===== src/pack_prot_defs.vh =====
`ifndef PACK_PROT_DEFS_VH
`define PACK_PROT_DEFS_VH

// ----------------------------------------
// Register offsets
// ----------------------------------------
`define ADDR_STATUS 4'h0
`define ADDR_OUT_CTL 4'h1
`define ADDR_STATE_CTL 4'h2
`define ADDR_FUNC_CTL 4'h3
`define ADDR_CELL_SEL 4'h4
`define ADDR_OLV 4'h5
`define ADDR_OLT 4'h6
`define ADDR_SCC 4'h7
`define ADDR_SCD 4'h8

// ----------------------------------------
// Field positions
// ----------------------------------------
`define ST_SC_DSG 0
`define ST_SC_CHG 1
`define ST_OL 2
`define ST_WDF 3
`define ST_SLEEP 4
`define OC_FAULT_LATCH_CLEAR 0
`define OC_DSG 1
`define OC_CHG 2
`define OC_ZV 3
`define OC_OD 4
`define FC_AMP_EN 0
`define FC_THERMISTOR_BIAS_OUT 5
`define CS_ELEM_LO 0
`define CS_ELEM_HI 1
`define CS_CAL_LO 2
`define CS_CAL_HI 3
`define CS_BAL_LSB 4
`define DLY_LSB 4

// ----------------------------------------
// Reset values
// ----------------------------------------
`define RST_REG8 8'h00

// ----------------------------------------
// Monitor path codes
// ----------------------------------------
`define MON_OFF 3'h0
`define MON_REF_DIRECT 3'h1
`define MON_REF_SCALED 3'h2
`define MON_CELL_A 3'h3
`define MON_CELL_B 3'h4
`define MON_CELL_C 3'h5

// ----------------------------------------
// Timing
// ----------------------------------------
`define CLK_PERIOD_NS 40
`define WD_START_MS 700
`define WD_STOP_NS 100000
// Sized to the parameters they seed: 700 ms and 100 us of 40 ns clocks
`define WD_START_CYCLES 25'h10B0760
`define WD_STOP_CYCLES 12'h9C4
// Ticks of a 320 ns host tick: 1 ms and one 61 us short step
`define TICKS_PER_MS 12'hC35
`define TICKS_PER_SC_STEP 12'hBE

`endif


===== src/fault_blank_timer.v =====
`timescale 1ns/1ps

// Counts host tick edges while a fault condition is held
module fault_blank_timer #(
  parameter W = 20
) (
  input wire clk_i,
  input wire nrst_i,
  input wire ce_i,
  input wire tick_i,
  input wire cond_i,
  input wire [W-1:0] limit_i,
  output wire fire_o
);

  reg [W-1:0] cnt_reg;
  reg fire_reg;
  wire sat;

  assign sat = &cnt_reg;
  assign fire_o = fire_reg;

  always @(posedge clk_i) begin
    if (!nrst_i) begin
      cnt_reg <= {W{1'b0}};
      fire_reg <= 1'b0;
    end else if (ce_i) begin
      // Condition dropping restarts the blanking window
      if (!cond_i) begin
        cnt_reg <= {W{1'b0}};
      end else if (tick_i && !sat) begin
        cnt_reg <= cnt_reg + {{(W-1){1'b0}}, 1'b1};
      end
      fire_reg <= cond_i && (cnt_reg >= limit_i);
    end
  end

endmodule // fault_blank_timer


===== src/pack_protection_fault_control.v =====
// The implementer's own choices: the address map and the plain strobed port.
`timescale 1ns/1ps
`include "pack_prot_defs.vh"

module pack_protection_fault_control #(
  parameter [24:0] WD_START_CYCLES = `WD_START_CYCLES,
  parameter [11:0] TICKS_PER_MS = `TICKS_PER_MS,
  parameter [11:0] TICKS_PER_SC_STEP = `TICKS_PER_SC_STEP
) (
  input wire clk_i,
  input wire nrst_i,
  input wire ce_i,
  input wire [3:0] addr_i,
  input wire [7:0] wdata_i,
  input wire wr_i,
  input wire rd_i,
  output wire [7:0] rdata_o,
  input wire host_tick_in_i,
  input wire overload_det_i,
  input wire short_dsg_det_i,
  input wire short_chg_det_i,
  input wire sleep_pin_i,
  input wire precharge_select_in_i,
  output wire discharge_fet_drive_o,
  output wire charge_fet_drive_o,
  output wire zero_cell_charge_fet_drive_o,
  output wire alert_out_n_o,
  output wire thermistor_bias_out_o,
  output wire open_drain_out_o,
  output wire [3:0] balance_en_o,
  output wire [2:0] monitor_src_o
);

  localparam [11:0] WD_STOP = `WD_STOP_CYCLES;

  // ----------------------------------------
  // Monitor routing decode
  // ----------------------------------------
  function [2:0] mon_route;
    input [7:0] sel;
    input amp_en;
    reg [1:0] cal;
    reg [1:0] elem;
    begin
      cal = {sel[`CS_CAL_HI], sel[`CS_CAL_LO]};
      elem = {sel[`CS_ELEM_HI], sel[`CS_ELEM_LO]};
      mon_route = `MON_OFF;
      if (amp_en) begin
        case (cal)
          2'b11: if (elem == 2'b00) mon_route = `MON_REF_DIRECT;
          2'b10: if (elem == 2'b00) mon_route = `MON_REF_SCALED;
          2'b00: begin
            case (elem)
              2'b01: mon_route = `MON_CELL_A;
              2'b10: mon_route = `MON_CELL_B;
              2'b11: mon_route = `MON_CELL_C;
              default: mon_route = `MON_OFF;
            endcase
          end
          default: mon_route = `MON_OFF;
        endcase
      end
    end
  endfunction

  // ----------------------------------------
  // Pin synchronisers
  // ----------------------------------------
  // Order: tick, overload, short dsg, short chg, sleep, precharge
  reg [5:0] meta_reg;
  reg [5:0] sync_reg;
  reg tick_prev_reg;
  reg sleep_prev_reg;
  wire tick_s;
  wire ol_s;
  wire scd_s;
  wire scc_s;
  wire sleep_s;
  wire pms_s;
  wire tick_edge;

  assign tick_s = sync_reg[0];
  assign ol_s = sync_reg[1];
  assign scd_s = sync_reg[2];
  assign scc_s = sync_reg[3];
  assign sleep_s = sync_reg[4];
  assign pms_s = sync_reg[5];
  assign tick_edge = tick_s && !tick_prev_reg;

  always @(posedge clk_i) begin
    if (!nrst_i) begin
      meta_reg <= 6'h00;
      sync_reg <= 6'h00;
      tick_prev_reg <= 1'b0;
      sleep_prev_reg <= 1'b0;
    end else if (ce_i) begin
      meta_reg <= {precharge_select_in_i, sleep_pin_i, short_chg_det_i,
                   short_dsg_det_i, overload_det_i, host_tick_in_i};
      sync_reg <= meta_reg;
      tick_prev_reg <= tick_s;
      sleep_prev_reg <= sleep_s;
    end
  end

  // ----------------------------------------
  // Register file
  // ----------------------------------------
  reg [7:0] out_ctl_reg;
  reg [7:0] state_ctl_reg;
  reg [7:0] func_ctl_reg;
  reg [7:0] cell_sel_reg;
  reg [7:0] olv_reg;
  reg [7:0] olt_reg;
  reg [7:0] scc_reg;
  reg [7:0] scd_reg;
  reg [7:0] rdata_reg;
  reg init_reg;
  wire wr_oc;
  wire rd_status;

  assign wr_oc = wr_i && (addr_i == `ADDR_OUT_CTL);
  assign rd_status = rd_i && (addr_i == `ADDR_STATUS);
  assign rdata_o = rdata_reg;

  always @(posedge clk_i) begin
    if (!nrst_i) begin
      out_ctl_reg <= `RST_REG8;
      state_ctl_reg <= `RST_REG8;
      func_ctl_reg <= `RST_REG8;
      cell_sel_reg <= `RST_REG8;
      olv_reg <= `RST_REG8;
      olt_reg <= `RST_REG8;
      scc_reg <= `RST_REG8;
      scd_reg <= `RST_REG8;
      init_reg <= 1'b1;
    end else if (ce_i && wr_i) begin
      case (addr_i)
        `ADDR_OUT_CTL: begin
          out_ctl_reg <= wdata_i;
          init_reg <= 1'b0;
        end
        `ADDR_STATE_CTL: state_ctl_reg <= wdata_i;
        `ADDR_FUNC_CTL: func_ctl_reg <= wdata_i;
        `ADDR_CELL_SEL: cell_sel_reg <= wdata_i;
        `ADDR_OLV: olv_reg <= wdata_i;
        `ADDR_OLT: olt_reg <= wdata_i;
        `ADDR_SCC: scc_reg <= wdata_i;
        `ADDR_SCD: scd_reg <= wdata_i;
        default: init_reg <= init_reg;
      endcase
    end
  end

  // ----------------------------------------
  // Latch clear toggle
  // ----------------------------------------
  reg clr_armed_reg;
  wire fault_latch_clear_rise;
  wire fault_latch_clear_clear;

  // Separate writes: 0 to 1 arms, 1 to 0 fires
  assign fault_latch_clear_rise = wr_oc && wdata_i[`OC_FAULT_LATCH_CLEAR] && !out_ctl_reg[`OC_FAULT_LATCH_CLEAR];
  assign fault_latch_clear_clear = wr_oc && !wdata_i[`OC_FAULT_LATCH_CLEAR] && out_ctl_reg[`OC_FAULT_LATCH_CLEAR]
                       && clr_armed_reg;

  always @(posedge clk_i) begin
    if (!nrst_i) begin
      clr_armed_reg <= 1'b0;
    end else if (ce_i) begin
      if (fault_latch_clear_clear) begin
        clr_armed_reg <= 1'b0;
      end else if (fault_latch_clear_rise) begin
        clr_armed_reg <= 1'b1;
      end
    end
  end

  // ----------------------------------------
  // Blanking delay timers
  // ----------------------------------------
  wire [19:0] ol_lim;
  wire [19:0] scd_lim;
  wire [19:0] scc_lim;
  wire ol_fire;
  wire scd_fire;
  wire scc_fire;

  // Overload delay in odd milliseconds, short delay in whole steps
  assign ol_lim = {15'd0, olt_reg[3:0], 1'b1} * {8'd0, TICKS_PER_MS};
  assign scd_lim = {16'd0, scd_reg[7:`DLY_LSB]} * {8'd0, TICKS_PER_SC_STEP};
  assign scc_lim = {16'd0, scc_reg[7:`DLY_LSB]} * {8'd0, TICKS_PER_SC_STEP};

  fault_blank_timer #(.W(20)) u_ol_timer (
    .clk_i(clk_i),
    .nrst_i(nrst_i),
    .ce_i(ce_i),
    .tick_i(tick_edge),
    .cond_i(ol_s),
    .limit_i(ol_lim),
    .fire_o(ol_fire)
  );

  fault_blank_timer #(.W(20)) u_scd_timer (
    .clk_i(clk_i),
    .nrst_i(nrst_i),
    .ce_i(ce_i),
    .tick_i(tick_edge),
    .cond_i(scd_s),
    .limit_i(scd_lim),
    .fire_o(scd_fire)
  );

  fault_blank_timer #(.W(20)) u_scc_timer (
    .clk_i(clk_i),
    .nrst_i(nrst_i),
    .ce_i(ce_i),
    .tick_i(tick_edge),
    .cond_i(scc_s),
    .limit_i(scc_lim),
    .fire_o(scc_fire)
  );

  // ----------------------------------------
  // Watchdog
  // ----------------------------------------
  reg wd_started_reg;
  reg wd_active_reg;
  reg [24:0] wd_cnt_reg;
  wire wd_trip;

  assign wd_trip = wd_started_reg ? (wd_cnt_reg >= {13'd0, WD_STOP} - 25'd1)
                                  : (wd_cnt_reg >= WD_START_CYCLES - 25'd1);

  always @(posedge clk_i) begin
    if (!nrst_i) begin
      wd_started_reg <= 1'b0;
      wd_active_reg <= 1'b0;
      wd_cnt_reg <= 25'd0;
    end else if (ce_i) begin
      if (tick_edge) begin
        wd_started_reg <= 1'b1;
        wd_active_reg <= 1'b0;
        wd_cnt_reg <= 25'd0;
      end else if (wd_trip) begin
        wd_active_reg <= 1'b1;
      end else begin
        wd_cnt_reg <= wd_cnt_reg + 25'd1;
      end
    end
  end

  // ----------------------------------------
  // Fault latches and status
  // ----------------------------------------
  reg scd_flag_reg;
  reg scc_flag_reg;
  reg ol_flag_reg;
  reg wdf_flag_reg;
  reg wd_prev_reg;
  wire new_fault;
  wire [7:0] status;

  assign new_fault = (scd_fire && !scd_flag_reg) || (scc_fire && !scc_flag_reg)
                     || (ol_fire && !ol_flag_reg);
  assign status = {3'b000, sleep_s, wdf_flag_reg, ol_flag_reg,
                   scc_flag_reg, scd_flag_reg};

  // Set wins over a clear in the same cycle
  always @(posedge clk_i) begin
    if (!nrst_i) begin
      scd_flag_reg <= 1'b0;
      scc_flag_reg <= 1'b0;
      ol_flag_reg <= 1'b0;
      wdf_flag_reg <= 1'b0;
      wd_prev_reg <= 1'b0;
    end else if (ce_i) begin
      scd_flag_reg <= scd_fire || (scd_flag_reg && !fault_latch_clear_clear);
      scc_flag_reg <= scc_fire || (scc_flag_reg && !fault_latch_clear_clear);
      ol_flag_reg <= ol_fire || (ol_flag_reg && !fault_latch_clear_clear);
      wdf_flag_reg <= wd_active_reg || (wdf_flag_reg && !fault_latch_clear_clear);
      wd_prev_reg <= wd_active_reg;
    end
  end

  // ----------------------------------------
  // Alert
  // ----------------------------------------
  reg alert_n_reg;
  reg alert_ok_reg;
  wire alert_evt;
  wire alert_rel;

  assign alert_evt = new_fault || (sleep_s != sleep_prev_reg)
                     || (wd_active_reg && !wd_prev_reg);
  assign alert_rel = rd_status && alert_ok_reg;
  assign alert_out_n_o = alert_n_reg;

  always @(posedge clk_i) begin
    if (!nrst_i) begin
      alert_n_reg <= 1'b1;
      alert_ok_reg <= 1'b0;
    end else if (ce_i) begin
      if (alert_evt) begin
        alert_n_reg <= 1'b0;
        alert_ok_reg <= 1'b0;
      end else begin
        if (alert_rel) begin
          alert_n_reg <= 1'b1;
          alert_ok_reg <= 1'b0;
        end else if (fault_latch_clear_clear) begin
          alert_ok_reg <= 1'b1;
        end
      end
    end
  end

  // ----------------------------------------
  // Read port
  // ----------------------------------------
  always @(posedge clk_i) begin
    if (!nrst_i) begin
      rdata_reg <= 8'h00;
    end else if (ce_i) begin
      if (rd_i) begin
        case (addr_i)
          `ADDR_STATUS: rdata_reg <= status;
          `ADDR_OUT_CTL: rdata_reg <= out_ctl_reg;
          `ADDR_STATE_CTL: rdata_reg <= state_ctl_reg;
          `ADDR_FUNC_CTL: rdata_reg <= func_ctl_reg;
          `ADDR_CELL_SEL: rdata_reg <= cell_sel_reg;
          `ADDR_OLV: rdata_reg <= olv_reg;
          `ADDR_OLT: rdata_reg <= olt_reg;
          `ADDR_SCC: rdata_reg <= scc_reg;
          `ADDR_SCD: rdata_reg <= scd_reg;
          default: rdata_reg <= 8'h00;
        endcase
      end else begin
        rdata_reg <= 8'h00;
      end
    end
  end

  // ----------------------------------------
  // Output drives
  // ----------------------------------------
  reg dsg_reg;
  reg chg_reg;
  reg zv_reg;
  reg thermistor_bias_out_reg;
  reg od_reg;
  reg [3:0] bal_reg;
  reg [2:0] mon_reg;
  wire prot_off;

  // Fresh fires counted so the drive drops without waiting a cycle
  assign prot_off = scd_flag_reg || scc_flag_reg || ol_flag_reg
                    || scd_fire || scc_fire || ol_fire || wd_active_reg;

  assign discharge_fet_drive_o = dsg_reg;
  assign charge_fet_drive_o = chg_reg;
  assign zero_cell_charge_fet_drive_o = zv_reg;
  assign thermistor_bias_out_o = thermistor_bias_out_reg;
  assign open_drain_out_o = od_reg;
  assign balance_en_o = bal_reg;
  assign monitor_src_o = mon_reg;

  always @(posedge clk_i) begin
    if (!nrst_i) begin
      dsg_reg <= 1'b0;
      chg_reg <= 1'b0;
      zv_reg <= 1'b0;
      thermistor_bias_out_reg <= 1'b0;
      od_reg <= 1'b0;
      bal_reg <= 4'h0;
      mon_reg <= `MON_OFF;
    end else if (ce_i) begin
      if (prot_off) begin
        dsg_reg <= 1'b0;
        chg_reg <= 1'b0;
        zv_reg <= 1'b0;
      end else if (init_reg) begin
        dsg_reg <= 1'b0;
        chg_reg <= pms_s;
        zv_reg <= 1'b0;
      end else begin
        dsg_reg <= out_ctl_reg[`OC_DSG];
        chg_reg <= out_ctl_reg[`OC_CHG];
        zv_reg <= out_ctl_reg[`OC_ZV];
      end
      thermistor_bias_out_reg <= func_ctl_reg[`FC_THERMISTOR_BIAS_OUT];
      od_reg <= out_ctl_reg[`OC_OD];
      bal_reg <= cell_sel_reg[7:`CS_BAL_LSB];
      mon_reg <= mon_route(cell_sel_reg, func_ctl_reg[`FC_AMP_EN]);
    end
  end

endmodule // pack_protection_fault_control


===== config.mk =====
export PLATFORM = sky130hd
export DESIGN_NAME = pack_protection_fault_control
export DESIGN_NICKNAME = d
export VERILOG_FILES = /design/src/fault_blank_timer.v /design/src/pack_protection_fault_control.v
export VERILOG_INCLUDE_DIRS = /design/src
export SDC_FILE = /design/constraint.sdc
export NUM_CORES = 1
export LEC_CHECK = 0
export BUFFER_PORTS_ARGS = -buffer_cell sky130_fd_sc_hd__buf_2
export CAP_MARGIN = 20
export CORE_ASPECT_RATIO = 2
export CORE_MARGIN = 2
export CORE_UTILIZATION = 58
export CTS_CLUSTER_DIAMETER = 150
export CTS_CLUSTER_SIZE = 8
export DETAILED_ROUTE_END_ITERATION = 6
export PLACE_DENSITY = 0.79
export SLEW_MARGIN = 20
export SYNTH_ARGS = -nofsm -noshare
export SYNTH_HDL_FRONTEND = slang
export SYNTH_SLANG_ARGS = --single-unit

===== constraint.sdc =====
create_clock -name clk_i -period 8.6 [get_ports clk_i]
set_input_delay 0.43 -clock clk_i [delete_from_list [all_inputs] [get_ports clk_i]]
set_output_delay 0.43 -clock clk_i [all_outputs]
set_load 0.05 [all_outputs]

==> results.md, run 1 <==
- In this design, the stage delay of the slowest critical-path cell is 470 ps.
- The count of unresolved DRC violations after routing is 0.
- The launching element type of the critical path is a register.
- Summing the sequential cell areas from Yosys gives 32.9% of the chip area.
- Counting the fill cells in the layout gives 1779.
- Prior to clock tree synthesis, the placed netlist has a worst setup slack of 4350 ps.
- Traced cell by cell, the critical path runs through inv_1, ha_1, inv_1, ha_1, ha_1, ha_1, nand3_1, o2111ai_1, a41oi_1, o21ai_0, xnor2_1, ha_1, a2111o_1, a2111oi_0, a211oi_1.
- The core area is 20400 µm².
- The die is 207 µm tall.
- Of all nets on the critical path, the largest fanout is 7.
- The flip-flop count of the largest register after layout is 25.
- The worst path needs 4310 ps of the cycle, external delays included.
- In this design, the critical path's most frequently occurring cell is sky130_fd_sc_hd__ha_1.
- The number of global-route vias before repair is 10500.
- Summed over all cells, the static leakage comes to 0.00527 µW.
- Buffers added to address setup during post-CTS repair amount to 0.
- After layout, the worst setup slack is 4290 ps.
- The largest net degree at the start of global routing is 95.
- STA classifies the critical path endpoint as a register.
- The total vias in the final route is 10500.
- The ratio of routed vias to standard cells is 6.30.
- The post-synthesis register bit count is 197.
- The routability congestion estimate from global placement is 0.946.
- The first global-routing pass estimated 52200 µm of wire.
- The worst-case IR drop observed on VDD is 0.132 mV.
- Setup repair after global routing left no endpoint under its margin.
- The worst hold-check slack is 210 ps.
- The number of cells on the critical path is 15.
- STA puts the critical path data required time at 8920 ps.
- The initial antenna violation count is 0.
- The clock tree from TritonCTS is done.
- The overall overflow remaining after global route is 0.
- For this block, the initial DRC count from the detailed router was 631.
- For the pin with the worst max-slew slack, the measured transition is 1010 ps.
- Setup total negative slack on the finished layout was measured at 0 ps.
- The number of cells on the worst reg-to-reg path is 15.
- The clock drives 197 sinks.
- The longest clock path from root to sink contains 2 buffers.
- Cells with a size suffix above 1 make up 7.64% of the layout.
- The post-route antenna net violation count is 0.
- The start-to-end type of the worst setup path is reg2reg.
- The mean routed wirelength per cell is 18.9 µm.
- The width of the die is 106 µm.
- The cell count after synthesis came out at 1389.
- In this run, CTS created clock tree buffers numbering 17.
- The final number of max-transition violations is 0.
- The layout overhead on the synthesized area is 7.77%.
- For this run, the top clock speed supported by timing is 232 MHz.
- The run finished with clean final reports.
- The overall routing resource usage is 29.7%.
- The mean area per synthesized cell is 8.62 µm².
- The count of nets after finishing is 1524.
- The worst path uses 50.1% of the clock period.
- The worst max-slew margin expressed relative to the limit is 32.6%.
- Summed over all nets, the half-perimeter wirelength after detailed placement is 22800 µm.
- The number of antenna diodes in the final layout is 0.
- Wires add up to 31400 µm.
- Summing every instance area after synthesis gives 12000 µm².
- The worst register-to-register path begins at olt_reg[2].
- Among all flip-flop cells after synthesis, the most frequent one is sky130_fd_sc_hd__dfxtp_1.
- The number of detailed-routing iterations run before antenna repair is 5.
- The number of hold buffers added after CTS is 0.
- Counting both buffers and inverters, the worst setup path holds a total of 2.
- After synthesis, the share of flip-flops with an asynchronous set or reset is 0%.
- For this run, the number of Yosys warnings is 0.
- Clock-pin slew was measured on the worst setup and hold paths at 80 ps.
- The number of setup violations in the final report is 0.
- The hold path startpoint is host_tick_in_i.
- For this design the ratio of total power to cell area is 144 nW/µm².
- The capturing instance or port of the critical path is u_ol_timer.fire_o.
- Port buffering added 43 buffers.
- On the critical path, the stage with the largest delay is an instance of sky130_fd_sc_hd__dfxtp_1.
- The clock tree synthesis step divided the H-tree into 4 levels.
- The tool flagged a number of max-cap violations equal to 0.
- Yosys mapped a number of flops with a built-in enable equal to 0.
- For the worst-skew pair, the clock arrives at the later sink with an insertion delay of 460 ps.
- The initial utilization of the core area, before any placement, comes to 58.8%.
- The final number of hold-violating endpoints is 0.
- The endpoint identified for the worst register-to-register timing path is u_ol_timer.fire_o.
- Yosys mapped the design onto 78 distinct sky130hd cell types.
- The setup slack on the worst flop-to-flop path is 4290 ps.
- During I/O placement, the number of pins put on the boundary was 44.
- The final cell utilization of the core is 63.4%.
- Clock tree synthesis selected as its root buffer the cell sky130_fd_sc_hd__clkbuf_16.
- Tracing the worst setup path back leads to its startpoint at olt_reg[2].
- The total power after layout is 1860 µW.
- The final setup skew is 12.1 ps.
- After floorplanning, the core was divided into 74 placement rows.
- The number of gates resized after cts is 0.
- The net count after synthesis is 1526.
- The die covers 21900 µm².
- Among cell families on the critical path, the largest total delay comes from compound AO/OA/AOI/OAI gates.
- In this run the worst hold path is classified as in2reg.
- The data arrival at the endpoint of the critical path is 4630 ps.
-- report_power, final --
part | leakage, µW | internal (µW) | switching [µW]
clock | 0.000289 | 398 | 412
combinational | 0.00339 | 35.2 | 83.8
sequential | 0.00159 | 919 | 8.52
total | 0.00527 | 1350 | 504
-- layer usage --
| metal | global-route usage [%] | vias to the layer above | routed length [µm] |
|---|---|---|---|
| met2 | 54.9 | 352 | 16900 |
| met3 | 4.63 | 122 | 1220 |
| met1 | 30.2 | 5001 | 11400 |
| li1 | - | 5027 | - |
| met4 | 18.9 | 0 | 1950 |
| met5 | 0 | - | 0 |
-- worst min path at each step --
stage / slack [ps] / endpoint / cells after the start
6_report: 210 / meta_reg[0] / 3
4_1_cts: 190 / meta_reg[0] / 3
3_5_place_dp: 460 / alert_ok_reg / 2
2_1_floorplan: 420 / alert_ok_reg / 2
5_1_grt: 210 / meta_reg[0] / 3
3_3_place_gp: 450 / alert_ok_reg / 2
-- worst min-delay path: stages --
cell	delay, ps
sky130_fd_sc_hd__buf_2	70
sky130_fd_sc_hd__mux2i_1	50
sky130_fd_sc_hd__nor2_1	70
-- logic make-up after synthesis --
logic type,synth area share [%]
simple gates,22.0
flops,32.9
fa+ha+maj,12.7
xor+xnor,5.63
buf+inv,3.98
compound gates,14.5
mux,8.31
-- synth_stat cells, types with 8 or more instances --
cell	number	share of area, %
sky130_fd_sc_hd__o2bb2ai_1	8	0.59
sky130_fd_sc_hd__o21ai_0	39	1.6
sky130_fd_sc_hd__a21o_1	9	0.56
sky130_fd_sc_hd__and4_1	11	0.80
sky130_fd_sc_hd__ha_1	102	11
sky130_fd_sc_hd__dfxtp_1	197	33
sky130_fd_sc_hd__a21oi_1	58	2.4
sky130_fd_sc_hd__a211oi_1	16	1.0
sky130_fd_sc_hd__o211ai_1	11	0.69
sky130_fd_sc_hd__a22oi_1	12	0.75
sky130_fd_sc_hd__and2_1	12	0.63
sky130_fd_sc_hd__nor3_1	24	1.0
sky130_fd_sc_hd__nor2_1	187	5.9
sky130_fd_sc_hd__nand2b_1	10	0.52
sky130_fd_sc_hd__nand2_1	100	3.1
sky130_fd_sc_hd__mux2i_1	87	7.3
sky130_fd_sc_hd__clkbuf_1	56	1.8
sky130_fd_sc_hd__nor2b_1	17	0.89
sky130_fd_sc_hd__buf_2	9	0.38
sky130_fd_sc_hd__xnor2_1	32	2.3
sky130_fd_sc_hd__and3_1	11	0.57
sky130_fd_sc_hd__inv_1	49	1.5
sky130_fd_sc_hd__or4_1	13	0.82
sky130_fd_sc_hd__xor2_1	45	3.3
sky130_fd_sc_hd__a31oi_1	14	0.73
sky130_fd_sc_hd__fa_1	12	2.0
sky130_fd_sc_hd__a32oi_1	8	0.59
sky130_fd_sc_hd__nor4_1	12	0.63
sky130_fd_sc_hd__nand4_1	36	1.9
sky130_fd_sc_hd__or3_1	14	0.73
sky130_fd_sc_hd__a2111oi_0	10	0.73
sky130_fd_sc_hd__nand3_1	60	2.5
-- layout by cell type (no fill, tap or decap), types with 24 or more instances in the layout --
cell                      synthesis  layout
sky130_fd_sc_hd__xor2_1          45      45
sky130_fd_sc_hd__o21ai_0         39      39
sky130_fd_sc_hd__nand2_1        100     100
sky130_fd_sc_hd__inv_1           49      49
sky130_fd_sc_hd__nor2_1         187     187
sky130_fd_sc_hd__dfxtp_1        197     197
sky130_fd_sc_hd__nor3_1          24      24
sky130_fd_sc_hd__nand3_1         60      60
sky130_fd_sc_hd__a21oi_1         58      58
sky130_fd_sc_hd__nand4_1         36      36
sky130_fd_sc_hd__mux2i_1         87      87
sky130_fd_sc_hd__xnor2_1         32      32
sky130_fd_sc_hd__buf_2            9      43
sky130_fd_sc_hd__ha_1           102     102
-- stage by stage --
stage / instance area (µm²) / std cells
floorplan: 12000 / 1389
global placement: 12300 / 1634
detailed placement: 12300 / 1634
CTS: 12900 / 1666
global route: 12900 / 1666
finish: 12900 / 1666
-- cell type report --
cell class              instances  area [µm²]  area share (%)
clock buffers                  18         439            3.40
clock inverters                14         164            1.27
inverters                      50         189            1.46
multi-input cells            1069        7550            58.5
flip-flops and latches        197        3940            30.6
well taps                     266         333            2.58
repair buffers                 52         283            2.19
(Power assumes the default switching activity.)
==> run 2, diff against run 1 <==
==> constraint.sdc (replaced) <==
create_clock -name clk_i -period 4 [get_ports clk_i]
set_input_delay 0.2 -clock clk_i [delete_from_list [all_inputs] [get_ports clk_i]]
set_output_delay 0.2 -clock clk_i [all_outputs]
set_load 0.05 [all_outputs]
==> run 2 against run 1 <==
  * The run now ends with hold timing left
  * Clock skew barely moved
  * Hold slack got worse by 210 ps
  * Sequential cell count did not move
  * Clock power grew 120%
  * Non-clock buffer count is 29 higher
  * Worst setup slack got worse by 4200 ps
  * Critical endpoint unchanged
  * Largest power group unchanged
==> results.md, run 2 (same netlist as run 1, synthesis figures left out) <==
- The launching element type of the critical path is a register (unchanged).
- The first-pass GRT wire length is 51600 µm (was 52200 µm).
- The overall routing resource usage is 29.4% (was 29.7%).
- The data arrival at the endpoint of the critical path is 4270 ps (was 4630 ps).
- The total vias in the final route is 10600 (was 10500).
- The routability congestion estimate from global placement is 0.953 (was 0.946).
- The insertion delay of the later-clocked pin in the worst-skew pair was 470 ps (was 460 ps).
- The worst max-slew margin expressed relative to the limit is 28.4% (was 32.6%).
- The core area came to 20400 µm² (unchanged).
- The initial antenna violation count is 0 (unchanged).
- The maximum net fanout on the critical path was 5 (was 7).
- The number of buffer cells added on primary ports is 43 (unchanged).
- Result of the run: finished, violations left (was complete, no violations).
- The final setup skew was 11.7 ps (was 12.1 ps).
- The maximum buffer depth of the clock tree was 2 (unchanged).
- The worst IR drop on VDD came to 0.335 mV (was 0.132 mV).
- The endpoint type of the worst setup path is a register (unchanged).
- The layout overhead on the synthesized area came to 11.3% (was 7.77%).
- The mean routed wirelength per cell is 18.9 µm (about the same).
- The total number of clock tree sinks is 197 (unchanged).
- Leading cell types in the layout, fill and taps excluded: sky130_fd_sc_hd__dfxtp_1 (195), sky130_fd_sc_hd__nor2_1 (185), sky130_fd_sc_hd__nand2_1 (99) (was sky130_fd_sc_hd__dfxtp_1 (197), sky130_fd_sc_hd__nor2_1 (187), sky130_fd_sc_hd__ha_1 (102)).
- The share of the clock period used by the worst path came to 98.5% (was 50.1%).
- The upper clock frequency limit is 254 MHz (was 232 MHz).
- The final critical-path setup slack was 59.1 ps (was 4290 ps).
- The number of global-route vias before repair came to 10600 (was 10500).
- The area of the die is 21900 µm² (unchanged).
- The class of the tightest hold or removal check is in2reg (unchanged).
- The total half-perimeter wirelength after legalization and detailed placement is 23100 µm (was 22800 µm).
- The root buffer selected by CTS was sky130_fd_sc_hd__clkbuf_16 (unchanged).
- The number of detailed-routing iterations run before antenna repair came to 5 (unchanged).
- The post-placement worst setup slack is -70.7 ps (was 4350 ps).
- The number of maximum-capacitance violations was 0 (unchanged).
- The final number of hold-violating endpoints is 1 (was 0).
- The minimum clock period after layout was 3940 ps (was 4310 ps).
- The fill cell total of the finished layout is 1710 (was 1779).
- The required time at the endpoint of the critical path is 4330 ps (was 8920 ps).
- The final number of max-transition violations is 0 (unchanged).
- The fraction of layout instances using a drive strength above 1 is 11.7% (was 7.64%).
- The number of clock buffers inserted by TritonCTS is 17 (unchanged).
- The cell count after placement is 1658 (was 1634).
- The width of the die was 106 µm (unchanged).
- The post-layout instance count excluding filler cells is 1695 (was 1666).
- The clock transition at the registers of the reported paths was 80 ps (about the same).
- The final reports fail on hold timing.
- The ratio of routed vias to standard cells is 6.28 (was 6.30).
- The total power after layout came to 4030 µW (was 1860 µW).
- The row count came to 74 (unchanged).
- The number of primary I/O pins was 44 (unchanged).
- The flip-flop count of the largest register after layout is 25 (unchanged).
- The initial standard-cell utilization of the core is 58.8% (unchanged).
- The post-route antenna net violation count is 0 (unchanged).
- The most frequent standard cell in the layout excluding fill and tap cells is sky130_fd_sc_hd__dfxtp_1 (unchanged).
- The violation count after the first detailed-route iteration came to 573 (was 631).
- The start-to-end type of the worst setup path is reg2reg (unchanged).
- The worst hold-check slack was -2.25 ps (was 210 ps).
- The diode insertion count for antenna repair is 0 (unchanged).
- The count of unresolved DRC violations after routing is 0 (unchanged).
- The clock tree from TritonCTS was done (unchanged).
- The count of nets after finishing is 1553 (was 1524).
- The number of levels the H-tree was split into is 4 (unchanged).
- The standby leakage power came to 0.00542 µW (was 0.00527 µW).
- Unrepaired setup endpoints after global routing: yes (was no).
- The sum of routed wire length over all layers is 32100 µm (was 31400 µm).
- The overall overflow remaining after global route is 0 (unchanged).
- The height of the chip came to 207 µm (unchanged).
- The largest net degree at the start of global routing came to 51 (was 95).
- The transition time of the tightest slew-check pin came to 1070 ps (was 1010 ps).
- The power per unit of standard cell area is 302 nW/µm² (was 144 nW/µm²).
- The number of setup violations in the final report came to 0 (unchanged).
==> run 2: cell count changes in the layout (fill, tap and decap cells not counted), moves of 6 or more <==
cell	change
sky130_fd_sc_hd__a21oi_2	+6
sky130_fd_sc_hd__ha_1	-6
sky130_fd_sc_hd__o21ai_0	-6
sky130_fd_sc_hd__buf_4	+24
sky130_fd_sc_hd__a21oi_1	-7
==> run 2: layer usage <==
metal  part of all wire [%]  vias to the layer above  GRT usage [%]  routed length, µm
met5                      0                        -              0                  0
met1                     35                     5104           29.1              11300
li1                       -                     5092              -                  -
met3                    3.6                      116           3.93               1160
met4                    5.7                        0           19.1               1840
met2                     55                      331           55.6              17800
==> run 2: stage by stage <==
| stage | utilization (%) | TNS (ps) | area [µm²] |
|---|---|---|---|
| 6_report | 65.5 | 0 | 13300 |
| 3_3_place_gp | 61.4 | 0 | 12500 |
| 5_1_grt | 65.5 | -285 | 13300 |
| 3_5_place_dp | 61.4 | -88.3 | 12500 |
| 2_1_floorplan | - | 0 | 12000 |
| 4_1_cts | 64.5 | -27.3 | 13100 |
==> run 2: path summary, 6_finish.rpt <==
kind | startpoint | end | slack (ps) | cells after the start
setup / recovery | olt_reg[2] | u_ol_timer.fire_o | 60 | 15
hold / removal | host_tick_in_i | meta_reg[0] | -2 | 3
setup reg to reg | olt_reg[2] | u_ol_timer.fire_o | 60 | 15
hold reg to reg | alert_ok_reg | alert_ok_reg | 460 | 2
==> run 2: area by class of cell <==
type	count	area (µm²)	share of cell area (%)
multi-input cells	1069	7730	58.0
flip-flops and latches	197	3950	29.6
repair buffers	81	534	4.01
clock buffers	19	443	3.32
well taps	266	333	2.50
inverters	50	189	1.42
clock inverters	13	159	1.19
==> run 2: critical path, stage by stage, from the launching register on <==
cell,delay (ps)
sky130_fd_sc_hd__dfxtp_1,330
sky130_fd_sc_hd__inv_1,60
sky130_fd_sc_hd__ha_1,270
sky130_fd_sc_hd__inv_1,40
sky130_fd_sc_hd__ha_1,300
sky130_fd_sc_hd__ha_1,330
sky130_fd_sc_hd__ha_2,390
sky130_fd_sc_hd__nand3_1,160
sky130_fd_sc_hd__o2111ai_2,250
sky130_fd_sc_hd__a41oi_1,160
sky130_fd_sc_hd__o21ai_1,210
sky130_fd_sc_hd__xnor2_1,150
sky130_fd_sc_hd__ha_1,260
sky130_fd_sc_hd__a2111o_1,420
sky130_fd_sc_hd__a2111oi_4,370
sky130_fd_sc_hd__a211oi_1,120
==> run 2: where the power goes <==
group	switching, µW	internal (µW)
clock network	854	911
logic	184	85.6
registers	18.1	1980
total	1060	2970
==> run 2: timing repair <==
action	in CTS	in global routing
hold buffers	2	0
buffers inserted	0	3
endpoints found under the setup margin	2	3
gates cloned	0	0
pin swaps	0	18
gates resized for setup	5	40
hold endpoints to repair	2	0
==> run 3, diff against run 2 <==
--- a/config.mk
+++ b/config.mk
@@ -8,7 +8,7 @@
 export LEC_CHECK = 0
 export BUFFER_PORTS_ARGS = -buffer_cell sky130_fd_sc_hd__buf_2
 export CAP_MARGIN = 20
-export CORE_ASPECT_RATIO = 2
+export CORE_ASPECT_RATIO = 0.6
 export CORE_MARGIN = 2
 export CORE_UTILIZATION = 58
 export CTS_CLUSTER_DIAMETER = 150
==> run 3 against run 2 <==
  * The run ends with DRC left
  * Non-clock buffer count shrank 1
  * Clock-buffer cell count shrank 2
  * Critical path type unchanged
  * Largest power group unchanged
  * Cell count grew 0.35%
  * Largest cell class unchanged
  * Die area shrank 0.15%
  * Worst setup slack lost 9.2 ps
==> results.md, run 3 (same netlist as run 1, synthesis figures left out) <==
- Result of the run: finished, violations left (unchanged).
- Failing checks: DRC (was hold timing).
- The routability congestion estimate from global placement is 0.893 (was 0.953).
- Leading cell types in the layout, fill and taps excluded: sky130_fd_sc_hd__dfxtp_1 (196), sky130_fd_sc_hd__nor2_1 (186), sky130_fd_sc_hd__nand2_1 (100) (was sky130_fd_sc_hd__dfxtp_1 (195), sky130_fd_sc_hd__nor2_1 (185), sky130_fd_sc_hd__nand2_1 (99)).
- The flip-flop count of the largest register after layout was 25 (unchanged).
- The layout overhead on the synthesized area is 11.3% (unchanged).
- The power per unit of standard cell area was 307 nW/µm² (was 302 nW/µm²).
- The violation count after the first detailed-route iteration came to 1139 (was 573).
- The share of power burned in combinational logic is 6.6% (was 6.7%).
- The reported net switching power is 1080 µW (was 1060 µW).
- The final number of hold-violating endpoints is 0 (was 1).
- The number of clock buffers inserted by TritonCTS came to 17 (unchanged).
- The number of global-route vias before repair was 9916 (was 10600).
- The endpoint type of the worst setup path is a register (unchanged).
- The number of levels the H-tree was split into is 4 (unchanged).
- The maximum buffer depth of the clock tree is 2 (unchanged).
- The sequential share of power is 48.6% (was 49.5%).
- The height of the chip is 115 µm (was 207 µm).
- The area of combinational cells with multiple inputs is 7700 µm² (was 7730 µm²).
- The worst IR drop on VDD came to 0.296 mV (was 0.335 mV).
- The largest net degree at the start of global routing is 95 (was 51).
- The register cell area after layout was 3950 µm² (about the same).
- The initial antenna violation count was 0 (unchanged).
- The overall routing resource usage is 28.8% (was 29.4%).
- The number of cells on the worst reg-to-reg path came to 16 (was 15).
- The initial standard-cell utilization of the core is 59.5% (was 58.8%).
- The reg-to-reg critical path endpoint was u_scc_timer.fire_o (was u_ol_timer.fire_o).
- The count of unresolved DRC violations after routing was 6 (was 0).
- The setup slack on the worst flop-to-flop path is 50 ps (was 60 ps).
- The sum of routed wire length over all layers is 31200 µm (was 32100 µm).
- The overall overflow remaining after global route is 0 (unchanged).
- The internal power consumption was 3020 µW (was 2970 µW).
- The mean routed wirelength per cell was 18.3 µm (was 18.9 µm).
- Unrepaired setup endpoints after global routing: yes (unchanged).
- The ratio of routed vias to standard cells is 6.29 (was 6.28).
- The insertion delay of the later-clocked pin in the worst-skew pair is 460 ps (was 470 ps).
- The clock transition at the registers of the reported paths is 80 ps (about the same).
- The clock share of power came to 44.8% (was 43.8%).
- The post-route antenna net violation count was 0 (unchanged).
- The final setup skew is 17.1 ps (was 11.7 ps).
- The transition time of the tightest slew-check pin is 946 ps (was 1070 ps).
- The required time at the endpoint of the critical path came to 4340 ps (was 4330 ps).
- The root buffer selected by CTS is sky130_fd_sc_hd__clkbuf_16 (unchanged).
- The upper clock frequency limit is 253 MHz (was 254 MHz).
- The start-to-end type of the worst setup path is reg2reg (unchanged).
- The total half-perimeter wirelength after legalization and detailed placement is 21600 µm (was 23100 µm).
- The net switching fraction of the power came to 26.3% (was 26.2%).
- The origin of the critical flop-to-flop path is scc_reg[7] (was olt_reg[2]).
- The fill cell total of the finished layout is 1612 (was 1710).
- The clock tree from TritonCTS was done (unchanged).
- The data arrival at the endpoint of the critical path is 4290 ps (was 4270 ps).
- The post-placement worst setup slack is -96.3 ps (was -70.7 ps).
- The total vias in the final route is 10700 (was 10600).
- The capturing instance or port of the critical path is u_scc_timer.fire_o (was u_ol_timer.fire_o).
- The count of nets after finishing is 1552 (was 1553).
- The width of the die is 189 µm (was 106 µm).
- The number of maximum-capacitance violations is 0 (unchanged).
- The standby leakage power is 0.00543 µW (was 0.00542 µW).
- The total number of clock tree sinks is 197 (unchanged).
- The fraction of layout instances using a drive strength above 1 is 10.9% (was 11.7%).
- The share of the clock period used by the worst path is 98.8% (was 98.5%).
- The class of the tightest hold or removal check is in2reg (unchanged).
- The setup TNS is 0 ps (unchanged).
- The number of primary I/O pins was 44 (unchanged).
- The most frequent standard cell in the layout excluding fill and tap cells is sky130_fd_sc_hd__dfxtp_1 (unchanged).
- The number of detailed-routing iterations run before antenna repair is 7 (was 5).
- The core area came to 20100 µm² (was 20400 µm²).
- The number of buffer cells added on primary ports is 43 (unchanged).
- The area of the die came to 21800 µm² (was 21900 µm²).
- The diode insertion count for antenna repair is 0 (unchanged).
- The maximum net fanout on the critical path came to 3 (was 5).
- The final number of max-transition violations was 0 (unchanged).
- The worst max-slew margin expressed relative to the limit was 36.9% (was 28.4%).
- The launching element type of the critical path is a register (unchanged).
- The first-pass GRT wire length is 50500 µm (was 51600 µm).
- The minimum clock period after layout is 3950 ps (was 3940 ps).
- The row count came to 40 (was 74).
- The final critical-path setup slack is 49.9 ps (was 59.1 ps).
- The critical path startpoint is scc_reg[7] (was olt_reg[2]).
- The number of setup violations in the final report is 0 (unchanged).
run 3: cell types whose count changed in the layout (fill, tap and decap cells not counted), moves of 2 or more:
| cell | change |
|---|---|
| sky130_fd_sc_hd__a21oi_1 | +3 |
| sky130_fd_sc_hd__a21oi_2 | -3 |
| sky130_fd_sc_hd__buf_4 | -3 |
| sky130_fd_sc_hd__dlygate4sd3_1 | +3 |
| sky130_fd_sc_hd__ha_1 | +3 |
| sky130_fd_sc_hd__clkinv_8 | +2 |
| sky130_fd_sc_hd__clkinvlp_4 | +2 |
| sky130_fd_sc_hd__ha_2 | -2 |
| sky130_fd_sc_hd__nor4_2 | -2 |
| sky130_fd_sc_hd__o21ai_0 | +2 |
run 3: area by class of cell:
| class | instances | share of cell area [%] |
|---|---|---|
| multi-input cells | 1069 | 57.8 |
| flip-flops and latches | 197 | 29.6 |
| repair buffers | 80 | 3.91 |
| clock buffers | 17 | 3.19 |
| well taps | 273 | 2.56 |
| clock inverters | 15 | 1.56 |
| inverters | 50 | 1.42 |
run 3: worst min path at each step:
| stage | cells after the start | start | end | slack [ps] |
|---|---|---|---|---|
| 6_report | 3 | short_dsg_det_i | meta_reg[2] | 60 |
| 5_1_grt | 3 | short_dsg_det_i | meta_reg[2] | 50 |
| 4_1_cts | 3 | short_dsg_det_i | meta_reg[2] | 50 |
| 3_5_place_dp | 2 | alert_ok_reg | alert_ok_reg | 440 |
| 3_3_place_gp | 2 | alert_ok_reg | alert_ok_reg | 430 |
| 2_1_floorplan | 2 | host_tick_in_i | meta_reg[0] | 350 |
run 3: critical path, stage by stage (launching register included):
cell                       delay (ps)
sky130_fd_sc_hd__dfxtp_2          330
sky130_fd_sc_hd__fa_2             610
sky130_fd_sc_hd__fa_1             470
sky130_fd_sc_hd__fa_2             390
sky130_fd_sc_hd__a21oi_4          170
sky130_fd_sc_hd__nor2_2            60
sky130_fd_sc_hd__o21a_1           190
sky130_fd_sc_hd__o21ai_1          120
sky130_fd_sc_hd__nand2b_1         110
sky130_fd_sc_hd__a31oi_2          190
sky130_fd_sc_hd__ha_1             280
sky130_fd_sc_hd__a211oi_2         210
sky130_fd_sc_hd__nand2_1          120
sky130_fd_sc_hd__nor4_4           170
sky130_fd_sc_hd__nand2_1          110
sky130_fd_sc_hd__o31ai_2          190
sky130_fd_sc_hd__o22ai_1          110
run 3: power groups by stage:
stage / clock [µW] / combinational [µW] / sequential [µW]
detailed placement: 0 / 256 / 2040
global route: 1940 / 294 / 2000
finish: 1830 / 271 / 1990
CTS: 1850 / 264 / 1990
global placement: 0 / 251 / 2040
floorplan: 0 / 179 / 2040
run 3: metal layers:
metal	global-route usage [%]	wire length, µm	vias up
li1	-	-	5091
met1	41.0	14500	5088
met2	43.8	13500	464
met3	6.72	2650	51
met4	8.06	493	0
met5	0	0	-
run 3: stage by stage:
stage | util, % | cell area (µm²) | power (µW) | hold WS (ps) | cells
CTS | 65.6 | 13200 | 4110 | 51.7 | 1698
floorplan | - | 12000 | 2220 | 347 | 1389
global route | 66.3 | 13300 | 4230 | 55.0 | 1701
global placement | 62.0 | 12500 | 2290 | 432 | 1660
detailed placement | 62.0 | 12500 | 2290 | 438 | 1660
finish | 66.3 | 13300 | 4100 | 57.6 | 1701
run 3: repair_timing:
item	in CTS	in global routing
resized for setup	12	24
endpoints found under the hold margin	5	0
endpoints found under the setup margin	3	3
setup buffers	1	3
hold buffers	5	0
pin swaps	7	9
